**src/hdl/pin_cfg_params.svh**
```systemverilog
// constants for the three-pin configuration block
`ifndef PIN_CFG_PARAMS_SVH
`define PIN_CFG_PARAMS_SVH

// register word indices; byte address is four times the index
`define PIN3_CFG_IDX 8'h63
`define PIN4_CFG_IDX 8'h64
`define PIN5_CFG_IDX 8'h65

// field positions inside each 8-bit register
`define FLD_SET 0
`define FLD_LEVEL 1
`define FLD_DIR 2
`define FLD_PDEN 3
`define FLD_DEB 4
`define FLD_SEL_LO 5
`define FLD_SEL_HI 6

// reset values
`define RST_SET 1'b0
`define RST_DIR 1'b0
`define RST_PDEN 1'b1
`define RST_DEB 1'b0
`define RST_SEL 2'h0
`define RST_LEVEL 1'b1

// timing, clock period and filter figures
`define CLK_PERIOD_PS 5000
`define FAST_TICK_PS 30500000
`define FAST_WINDOW_PS 91500000
`define SLOW_TICK_MS 50
`define SLOW_WINDOW_MS 150
`define PS_PER_MS 1000000000

// ahb encodings
`define HTRANS_NONSEQ_BIT 1
`define HRESP_OKAY 1'b0

`endif

```
**src/hdl/pin_cfg_pkg.sv**
```systemverilog
// types shared by the pin configuration block
package pin_cfg_pkg;
    // pad driver source for the third pin
    typedef enum logic [1:0] {
        SRC_SET = 2'h0,
        SRC_SECOND_LED_PULSE_OUTPUT = 2'h1,
        SRC_PWM = 2'h2,
        SRC_SPARE = 2'h3
    } out_src_t;
endpackage : pin_cfg_pkg

```
**src/hdl/pin_filter.sv**
```systemverilog
// input filter for one pad: level changes after a full window of agreeing samples
`timescale 1ns/1ps
`default_nettype none
`include "pin_cfg_params.svh"
module pin_filter
    import pin_cfg_pkg::*;
#(
    parameter int SAMPLES = 3
) (
    input wire logic sys_clk_in,
    input wire logic rst_n_in,
    input wire logic raw_in,
    input wire logic fast_tick_in,
    input wire logic slow_tick_in,
    input wire logic slow_sel_in,
    output var logic level_out
);
    logic level_reg;
    logic [1:0] agree_reg;
    logic [1:0] agree_next;
    wire tick = slow_sel_in ? slow_tick_in : fast_tick_in;
    wire differs = raw_in != level_reg;
    wire window_done = differs && (agree_reg == 2'(SAMPLES - 1));

    // count consecutive differing samples; a matching sample restarts the window
    assign agree_next = (!differs || window_done) ? 2'h0 : agree_reg + 2'h1;

    // sample only on the selected tick so glitches between ticks are ignored
    always_ff @(posedge sys_clk_in or negedge rst_n_in)
    begin
        if (!rst_n_in)
        begin
            level_reg <= `RST_LEVEL;
            agree_reg <= 2'h0;
        end
        else if (tick)
        begin
            agree_reg <= agree_next;
            if (window_done)
                level_reg <= raw_in;
        end
    end

    assign level_out = level_reg;

    AST_FAST_WINDOW: assert property (@(posedge sys_clk_in) disable iff (!rst_n_in)
        ($changed(level_reg) && !$past(slow_sel_in)) |-> $past(fast_tick_in)
            && $past(agree_reg) == 2'(SAMPLES - 1))
        else $error("fast filter changed level without a full window");

    AST_SLOW_WINDOW: assert property (@(posedge sys_clk_in) disable iff (!rst_n_in)
        ($changed(level_reg) && $past(slow_sel_in)) |-> $past(slow_tick_in)
            && $past(raw_in) == level_reg)
        else $error("slow filter changed level off its tick");
endmodule : pin_filter
`default_nettype wire

```
**src/hdl/pin_cfg_top.sv**
```systemverilog
// configuration, filtering and pad drive for three general-purpose pins
//
// Implementation choice: the AHB-Lite slave port.
`timescale 1ns/1ps
`default_nettype none
`include "pin_cfg_params.svh"
module pin_cfg_top
    import pin_cfg_pkg::*;
#(
    parameter int FAST_TICK_CYC = `FAST_TICK_PS / `CLK_PERIOD_PS,
    parameter int SLOW_TICK_CYC = `SLOW_TICK_MS * (`PS_PER_MS / `CLK_PERIOD_PS)
) (
    input wire logic sys_clk_in,
    input wire logic rst_n_in,
    input wire logic hsel_in,
    input wire logic [31:0] haddr_in,
    input wire logic [1:0] htrans_in,
    input wire logic hwrite_in,
    input wire logic [2:0] hsize_in,
    input wire logic hready_in,
    input wire logic [31:0] hwdata_in,
    output var logic [31:0] hrdata_out,
    output var logic hreadyout_out,
    output var logic hresp_out,
    input wire logic [2:0] pad_in,
    input wire logic second_led_pulse_output_in,
    input wire logic pwm_in,
    output var logic [2:0] pad_out,
    output var logic [2:0] pad_oe_out,
    output var logic [2:0] pad_pulldown_enable_out,
    output var logic [2:0] pad_level_out
);
    // both windows span the same number of samples, so one filter count serves
    localparam int SAMPLES = `FAST_WINDOW_PS / `FAST_TICK_PS;

    // per-pin register fields; selector exists only on the third pin (index 0)
    logic [2:0] set_reg;
    logic [2:0] dir_reg;
    logic [2:0] pden_reg;
    logic [2:0] deb_reg;
    out_src_t sel_reg;
    logic [2:0] sync1_reg;
    logic [2:0] sync2_reg;
    logic [2:0] level;
    logic [2:0] drive_next;
    logic [2:0] drive_reg;
    logic [2:0] oe_reg;
    logic [2:0] pden_out_reg;
    logic [31:0] fast_cnt_reg;
    logic [31:0] slow_cnt_reg;
    logic wr_pend_reg;
    logic [2:0] wr_hit_reg;
    logic [31:0] rdata_reg;
    logic [7:0] rd_byte [3];
    logic [7:0] wbyte;

    // address phase decode; offsets are word indices, hence the shift
    wire addr_upper_zero = haddr_in[31:10] == 22'h0;
    wire [2:0] addr_hit;
    assign addr_hit[0] = addr_upper_zero && haddr_in[9:2] == `PIN3_CFG_IDX;
    assign addr_hit[1] = addr_upper_zero && haddr_in[9:2] == `PIN4_CFG_IDX;
    assign addr_hit[2] = addr_upper_zero && haddr_in[9:2] == `PIN5_CFG_IDX;
    wire accept = hsel_in && htrans_in[`HTRANS_NONSEQ_BIT] && hready_in;
    wire rd_take = accept && !hwrite_in;
    wire [31:0] rd_sel = addr_hit[0] ? {24'h0, rd_byte[0]} :
                         addr_hit[1] ? {24'h0, rd_byte[1]} :
                         addr_hit[2] ? {24'h0, rd_byte[2]} : 32'h0;
    assign wbyte = hwdata_in[7:0];

    // sample tick prescalers shared by all three filters
    wire fast_tick = fast_cnt_reg == 32'(FAST_TICK_CYC - 1);
    wire slow_tick = slow_cnt_reg == 32'(SLOW_TICK_CYC - 1);

    always_ff @(posedge sys_clk_in or negedge rst_n_in)
    begin
        if (!rst_n_in)
        begin
            fast_cnt_reg <= 32'h0;
            slow_cnt_reg <= 32'h0;
        end
        else
        begin
            fast_cnt_reg <= fast_tick ? 32'h0 : fast_cnt_reg + 32'h1;
            slow_cnt_reg <= slow_tick ? 32'h0 : slow_cnt_reg + 32'h1;
        end
    end

    // pads are asynchronous to this clock: two flops before anything looks
    always_ff @(posedge sys_clk_in or negedge rst_n_in)
    begin
        if (!rst_n_in)
        begin
            // match the filter's reset level so no false change follows reset
            sync1_reg <= {3{`RST_LEVEL}};
            sync2_reg <= {3{`RST_LEVEL}};
        end
        else
        begin
            sync1_reg <= pad_in;
            sync2_reg <= sync1_reg;
        end
    end

    // bus handshake: zero wait states, write data lands in the data phase
    always_ff @(posedge sys_clk_in or negedge rst_n_in)
    begin
        if (!rst_n_in)
        begin
            wr_pend_reg <= 1'b0;
            wr_hit_reg <= 3'h0;
            rdata_reg <= 32'h0;
        end
        else
        begin
            wr_pend_reg <= accept && hwrite_in;
            wr_hit_reg <= addr_hit;
            if (rd_take)
                rdata_reg <= rd_sel;
        end
    end

    // third pin selector; reserved bit 7 is not stored
    always_ff @(posedge sys_clk_in or negedge rst_n_in)
    begin
        if (!rst_n_in)
            sel_reg <= out_src_t'(`RST_SEL);
        else if (wr_pend_reg && wr_hit_reg[0])
            sel_reg <= out_src_t'(wbyte[`FLD_SEL_HI:`FLD_SEL_LO]);
    end

    genvar i;
    generate
        for (i = 0; i < 3; i++)
        begin : g_pin
            // stored fields
            // bit 1 is not stored, so a write to it has no effect
            always_ff @(posedge sys_clk_in or negedge rst_n_in)
            begin
                if (!rst_n_in)
                begin
                    set_reg[i] <= `RST_SET;
                    dir_reg[i] <= `RST_DIR;
                    pden_reg[i] <= `RST_PDEN;
                    deb_reg[i] <= `RST_DEB;
                end
                else if (wr_pend_reg && wr_hit_reg[i])
                begin
                    set_reg[i] <= wbyte[`FLD_SET];
                    dir_reg[i] <= wbyte[`FLD_DIR];
                    pden_reg[i] <= wbyte[`FLD_PDEN];
                    deb_reg[i] <= wbyte[`FLD_DEB];
                end
            end

            pin_filter #(
                .SAMPLES(SAMPLES)
            ) u_filter (
                .sys_clk_in(sys_clk_in),
                .rst_n_in(rst_n_in),
                .raw_in(sync2_reg[i]),
                .fast_tick_in(fast_tick),
                .slow_tick_in(slow_tick),
                .slow_sel_in(deb_reg[i]),
                .level_out(level[i])
            );

            assign rd_byte[i] = {1'b0,
                                 (i == 0) ? sel_reg : out_src_t'(2'h0),
                                 deb_reg[i], pden_reg[i], dir_reg[i],
                                 level[i], set_reg[i]};
        end
    endgenerate

    // source choice
    // pins four and five have no selector and always drive the stored value
    assign drive_next[0] = !dir_reg[0] ? 1'b0 :
                           (sel_reg == SRC_SECOND_LED_PULSE_OUTPUT) ? second_led_pulse_output_in :
                           (sel_reg == SRC_PWM) ? pwm_in : set_reg[0];
    assign drive_next[2:1] = dir_reg[2:1] & set_reg[2:1];

    // pad controls leave through flops so the pads never see decode glitches
    always_ff @(posedge sys_clk_in or negedge rst_n_in)
    begin
        if (!rst_n_in)
        begin
            drive_reg <= {3{`RST_SET}};
            oe_reg <= {3{`RST_DIR}};
            pden_out_reg <= {3{`RST_PDEN}};
        end
        else
        begin
            drive_reg <= drive_next;
            oe_reg <= dir_reg;
            pden_out_reg <= pden_reg;
        end
    end

    assign pad_out = drive_reg;
    assign pad_oe_out = oe_reg;
    assign pad_pulldown_enable_out = pden_out_reg;
    assign pad_level_out = level;
    assign hrdata_out = rdata_reg;
    assign hreadyout_out = 1'b1;
    assign hresp_out = `HRESP_OKAY;

    AST_THIRD_PIN_SOURCE: assert property (@(posedge sys_clk_in) disable iff (!rst_n_in)
        (dir_reg[0] && sel_reg == SRC_SECOND_LED_PULSE_OUTPUT) |=> pad_out[0] == $past(second_led_pulse_output_in))
        else $error("third pin does not follow the led pulse source");

    AST_PWM_SOURCE: assert property (@(posedge sys_clk_in) disable iff (!rst_n_in)
        (dir_reg[0] && sel_reg == SRC_PWM) |=> pad_out[0] == $past(pwm_in))
        else $error("third pin does not follow the pwm source");

    AST_PULLDOWN: assert property (@(posedge sys_clk_in) disable iff (!rst_n_in)
        (wr_pend_reg && wr_hit_reg[1]) |=> ##1
            pad_pulldown_enable_out[1] == $past(wbyte[`FLD_PDEN], 2))
        else $error("pulldown does not follow its bit");

    AST_DIRECTION: assert property (@(posedge sys_clk_in) disable iff (!rst_n_in)
        !dir_reg[2] |=> !pad_oe_out[2])
        else $error("pad driven while configured as input");

    AST_LEVEL_READ: assert property (@(posedge sys_clk_in) disable iff (!rst_n_in)
        (rd_take && addr_hit[2]) |=> hrdata_out[`FLD_LEVEL] == $past(level[2]))
        else $error("readback does not show the pad level");

    AST_STORED_DRIVE: assert property (@(posedge sys_clk_in) disable iff (!rst_n_in)
        (dir_reg[1] && set_reg[1]) ##1 (dir_reg[1] && set_reg[1]) |-> pad_out[1] && pad_oe_out[1])
        else $error("output pin does not drive its stored value");

    AST_SPARE_CODE: assert property (@(posedge sys_clk_in) disable iff (!rst_n_in)
        (dir_reg[0] && sel_reg == SRC_SPARE) |=> pad_out[0] == $past(set_reg[0]))
        else $error("selector 11 does not fall back to the stored value");
endmodule : pin_cfg_top
`default_nettype wire

```
**config.mk**
```make
export PLATFORM = sky130hd
export DESIGN_NAME = pin_cfg_top
export DESIGN_NICKNAME = d
export VERILOG_FILES = /design/src/hdl/pin_cfg_pkg.sv /design/src/hdl/pin_filter.sv /design/src/hdl/pin_cfg_top.sv
export VERILOG_INCLUDE_DIRS = /design/src /design/src/hdl
export SDC_FILE = /design/constraint.sdc
export NUM_CORES = 1
export LEC_CHECK = 0
export BUFFER_PORTS_ARGS = -buffer_cell sky130_fd_sc_hd__buf_2
export CAP_MARGIN = 30
export CORE_UTILIZATION = 25
export CTS_BUF_LIST = sky130_fd_sc_hd__clkbuf_16
export DETAILED_ROUTE_END_ITERATION = 8
export GPL_TIMING_DRIVEN = 0
export RECOVER_POWER = 100
export SLEW_MARGIN = 20
export SYNTH_ARGS = -nofsm -noshare
export SYNTH_HDL_FRONTEND = slang
export SYNTH_HIERARCHICAL = 1
export SYNTH_SLANG_ARGS = --single-unit
```
**constraint.sdc**
```tcl
create_clock -name sys_clk_in -period 3.1 [get_ports sys_clk_in]
set_input_delay 0.155 -clock sys_clk_in [delete_from_list [all_inputs] [get_ports sys_clk_in]]
set_output_delay 0.155 -clock sys_clk_in [all_outputs]
set_load 0.005 [all_outputs]
```
==> impl_metrics.json <==
{
  "status": "finished, violations left",
  "violations": "capacitance limit, slew limit",
  "critPathBufInv": 0,
  "r2r_cells": 5,
  "register_area_um2": 2850,
  "io_buffers": 65,
  "cts_max_path_buffers": 2,
  "gp_congestion": 0.771,
  "first_global_vias": 3954,
  "post_drt_wl_per_cell_um": 12.2,
  "ys_top_cells_by_area": "dfrtp_1 (44%), dfstp_2 (7.1%), xnor2_1 (6.6%), buf_4 (4.1%), mux2_2 (3.1%)",
  "r2r_start": "fast_cnt_reg[0]",
  "grt_use_total_pct": 11.0,
  "cts_sinks": 113,
  "synth_top_area_share_pct": 44.3,
  "io_pins": 125,
  "r2r_slack_ps": 360,
  "drv_cap": 1,
  "avgSynthCellArea_um2": 11.1,
  "antennaDiodeCount": 0,
  "layout-drive-gt1-share_pct": 23.1,
  "cts_tree": "yes",
  "setup_violations": 0,
  "path_class": "flip-flop to flip-flop",
  "r2r-end": "fast_cnt_reg[30]",
  "numCtsBuffers": 17,
  "max_slew_margin_pct": -8.83,
  "core_region_area_um2": 21800,
  "ir_drop_v": 0.000347,
  "crit_slowest_cell": "nor4_1",
  "fillers": 2274,
  "grt_first_pass_wirelength_um": 19300,
  "syn_to_final_growth_pct": 24.6,
  "place_area_um2": 6340,
  "synth_top_area_cell": "dfrtp_1",
  "rsz0062_at_grt": "no",
  "leakagePower_nw": 3.02,
  "cp.required_ps": 3400,
  "async_reset_ff_share_pct": 100,
  "final_nets": 706,
  "rows": 54,
  "final_util_pct": 31.7,
  "slew_violations": 10,
  "mostFrequentLayoutCells": "dfrtp_1 (98), buf_2 (51), xnor2_1 (42)",
  "preCtsSetupSlack_ps": 328,
  "min_to": "wr_pend_reg",
  "routed_wl_um": 11200,
  "finalSetupTns_ps": 0,
  "cp_max_fo": 9,
  "startpoint": "fast_cnt_reg[0]",
  "dp_hpwl_um": 7800,
  "p_per_area_nw_per_um2": 519,
  "post_cts_resized": 0,
  "htree_levels": 4,
  "grt_antenna_before_repair": 0,
  "total_power_mw": 3.58,
  "fmax_ghz": 0.364,
  "synthesis.area_um2": 5540,
  "synth_cell_types": 52,
  "viasPerCell": 4.33,
  "worstPathArrival_ps": 3040,
  "finalCritPeriodShare_pct": 88.5,
  "path_cells": "ha_1, nand3_1, nor4_1, nand4_1, xnor2_1",
  "worst_pin_slew_ps": 1620,
  "overflow": 0,
  "insertion_delay_ps": 420,
  "crit_path_max_incr_delay_ps": 1320,
  "die_h_um": 151,
  "final_common_cell": "dfrtp_1",
  "final_area_um2": 6900,
  "grt_max_degree": 63,
  "clkTransAtPathRegs_ps": 50,
  "min_path_cells": 3,
  "syn_inst": 500,
  "hold_path_class": "input pin to flip-flop",
  "hold_start": "htrans_in[1]",
  "start_util_pct": 25.5,
  "worst_slack_ps": 356,
  "cp-end-kind": "flip-flop",
  "root_buffer": "clkbuf_16",
  "ys.warnings.count": 6,
  "route.vias.total": 3963,
  "drc": 0,
  "period_minus_slack_ps": 2740,
  "hold_viol_final": 0,
  "multi_input_area_um2": 2370,
  "placed_cells": 871,
  "cp_top_family": "simple AND/OR/NAND/NOR gates",
  "fin_cells": 915,
  "synth-seq-cells": 113,
  "ys_seq_area_share_pct": 51.4,
  "firstDrtPassIters": 4,
  "timing.critical_path.depth": 5,
  "finalHoldWorstSlack_ps": 21.7,
  "worst_setup_path_start_kind": "flip-flop",
  "fin_worst_skew_ps": 7.79,
  "ant_nets": 0,
  "dieArea_um2": 22700,
  "synth_ff_type": "dfrtp_1",
  "die_w_um": 151,
  "synth_edf_count": 0,
  "first_iter_violations": 236
}
worst reg2reg max path, cell delays in order, from the launching register on:
cell	delay [ps]
dfrtp_1	440
ha_1	290
nand3_1	130
nor4_1	1320
nand4_1	250
xnor2_1	200
routing by layer:
layer / up-vias / global-route usage [%] / share of wire, %
met5: - / 0 / 0
met4: 0 / 3.50 / 1.1
met3: 11 / 4.73 / 5.9
met2: 100 / 16.7 / 45
met1: 1877 / 14.0 / 48
li1: 1975 / - / -
worst max path at each step:
stage	slack, ps	to
6_report	360	fast_cnt_reg[30]
5_1_grt	170	fast_cnt_reg[30]
4_1_cts	310	g_pin[0].u_filter/level_out
3_5_place_dp	330	g_pin[0].u_filter/level_out
3_3_place_gp	330	g_pin[0].u_filter/level_out
2_1_floorplan	920	g_pin[0].u_filter/level_out
logic make-up after synthesis:
family / after synthesis / synth area share [%]
and+or+nand+nor: 215 / 23.3
DFF: 113 / 51.4
xor gates and xnor gates: 60 / 9.49
buffers and inverters: 52 / 6.06
AOI/OAI and AO/OA: 31 / 3.93
muxes: 22 / 4.59
adders and majority gates: 5 / 1.13
other: 2 / 0.136
where the power goes:
| group | switching (mW) | internal, mW |
|---|---|---|
| registers | 0.0154 | 1.50 |
| logic | 0.0773 | 0.0752 |
| clock network | 0.673 | 1.24 |
| total | 0.765 | 2.82 |
final cells by class:
class / count / share of cell area [%]
flip-flops and latches: 113 / 41.3
plain buffers: 39 / 3.88
repair buffers: 78 / 6.31
clock inverters: 15 / 2.21
inverters: 13 / 0.707
well taps: 280 / 5.08
clock buffers: 17 / 6.17
multi-input cells: 360 / 34.4
synth_stat cells (2+ instances only):
| cell type | n |
|---|---|
| and2_1 | 4 |
| nor4_4 | 3 |
| ha_1 | 5 |
| xnor2_1 | 42 |
| o211ai_1 | 4 |
| nand2b_1 | 3 |
| dfstp_2 | 15 |
| xor2_1 | 18 |
| and3_1 | 11 |
| buf_6 | 2 |
| dfrtp_1 | 98 |
| nor3_4 | 2 |
| mux2_1 | 3 |
| nor4_1 | 17 |
| nor2_1 | 25 |
| nor3_1 | 13 |
| a21oi_1 | 4 |
| nor2b_1 | 7 |
| nand4_1 | 25 |
| buf_4 | 30 |
| nand3_1 | 33 |
| o21ai_1 | 4 |
| nor4b_1 | 4 |
| or2_2 | 3 |
| nand3b_1 | 3 |
| inv_1 | 13 |
| or3_1 | 3 |
| mux2i_2 | 3 |
| and4_1 | 8 |
| nand2_1 | 38 |
| conb_1 | 2 |
| buf_2 | 2 |
| o21ai_0 | 7 |
| a32o_1 | 4 |
| mux2_2 | 15 |
| clkbuf_1 | 4 |
| o31ai_1 | 5 |
| and4_2 | 4 |
repair_timing:
action | CTS | global route
hold buffers | 11 | 1
hold endpoints to repair | 52 | 1
setup buffers | 0 | 0
Power figures use the tool's default switching activity.
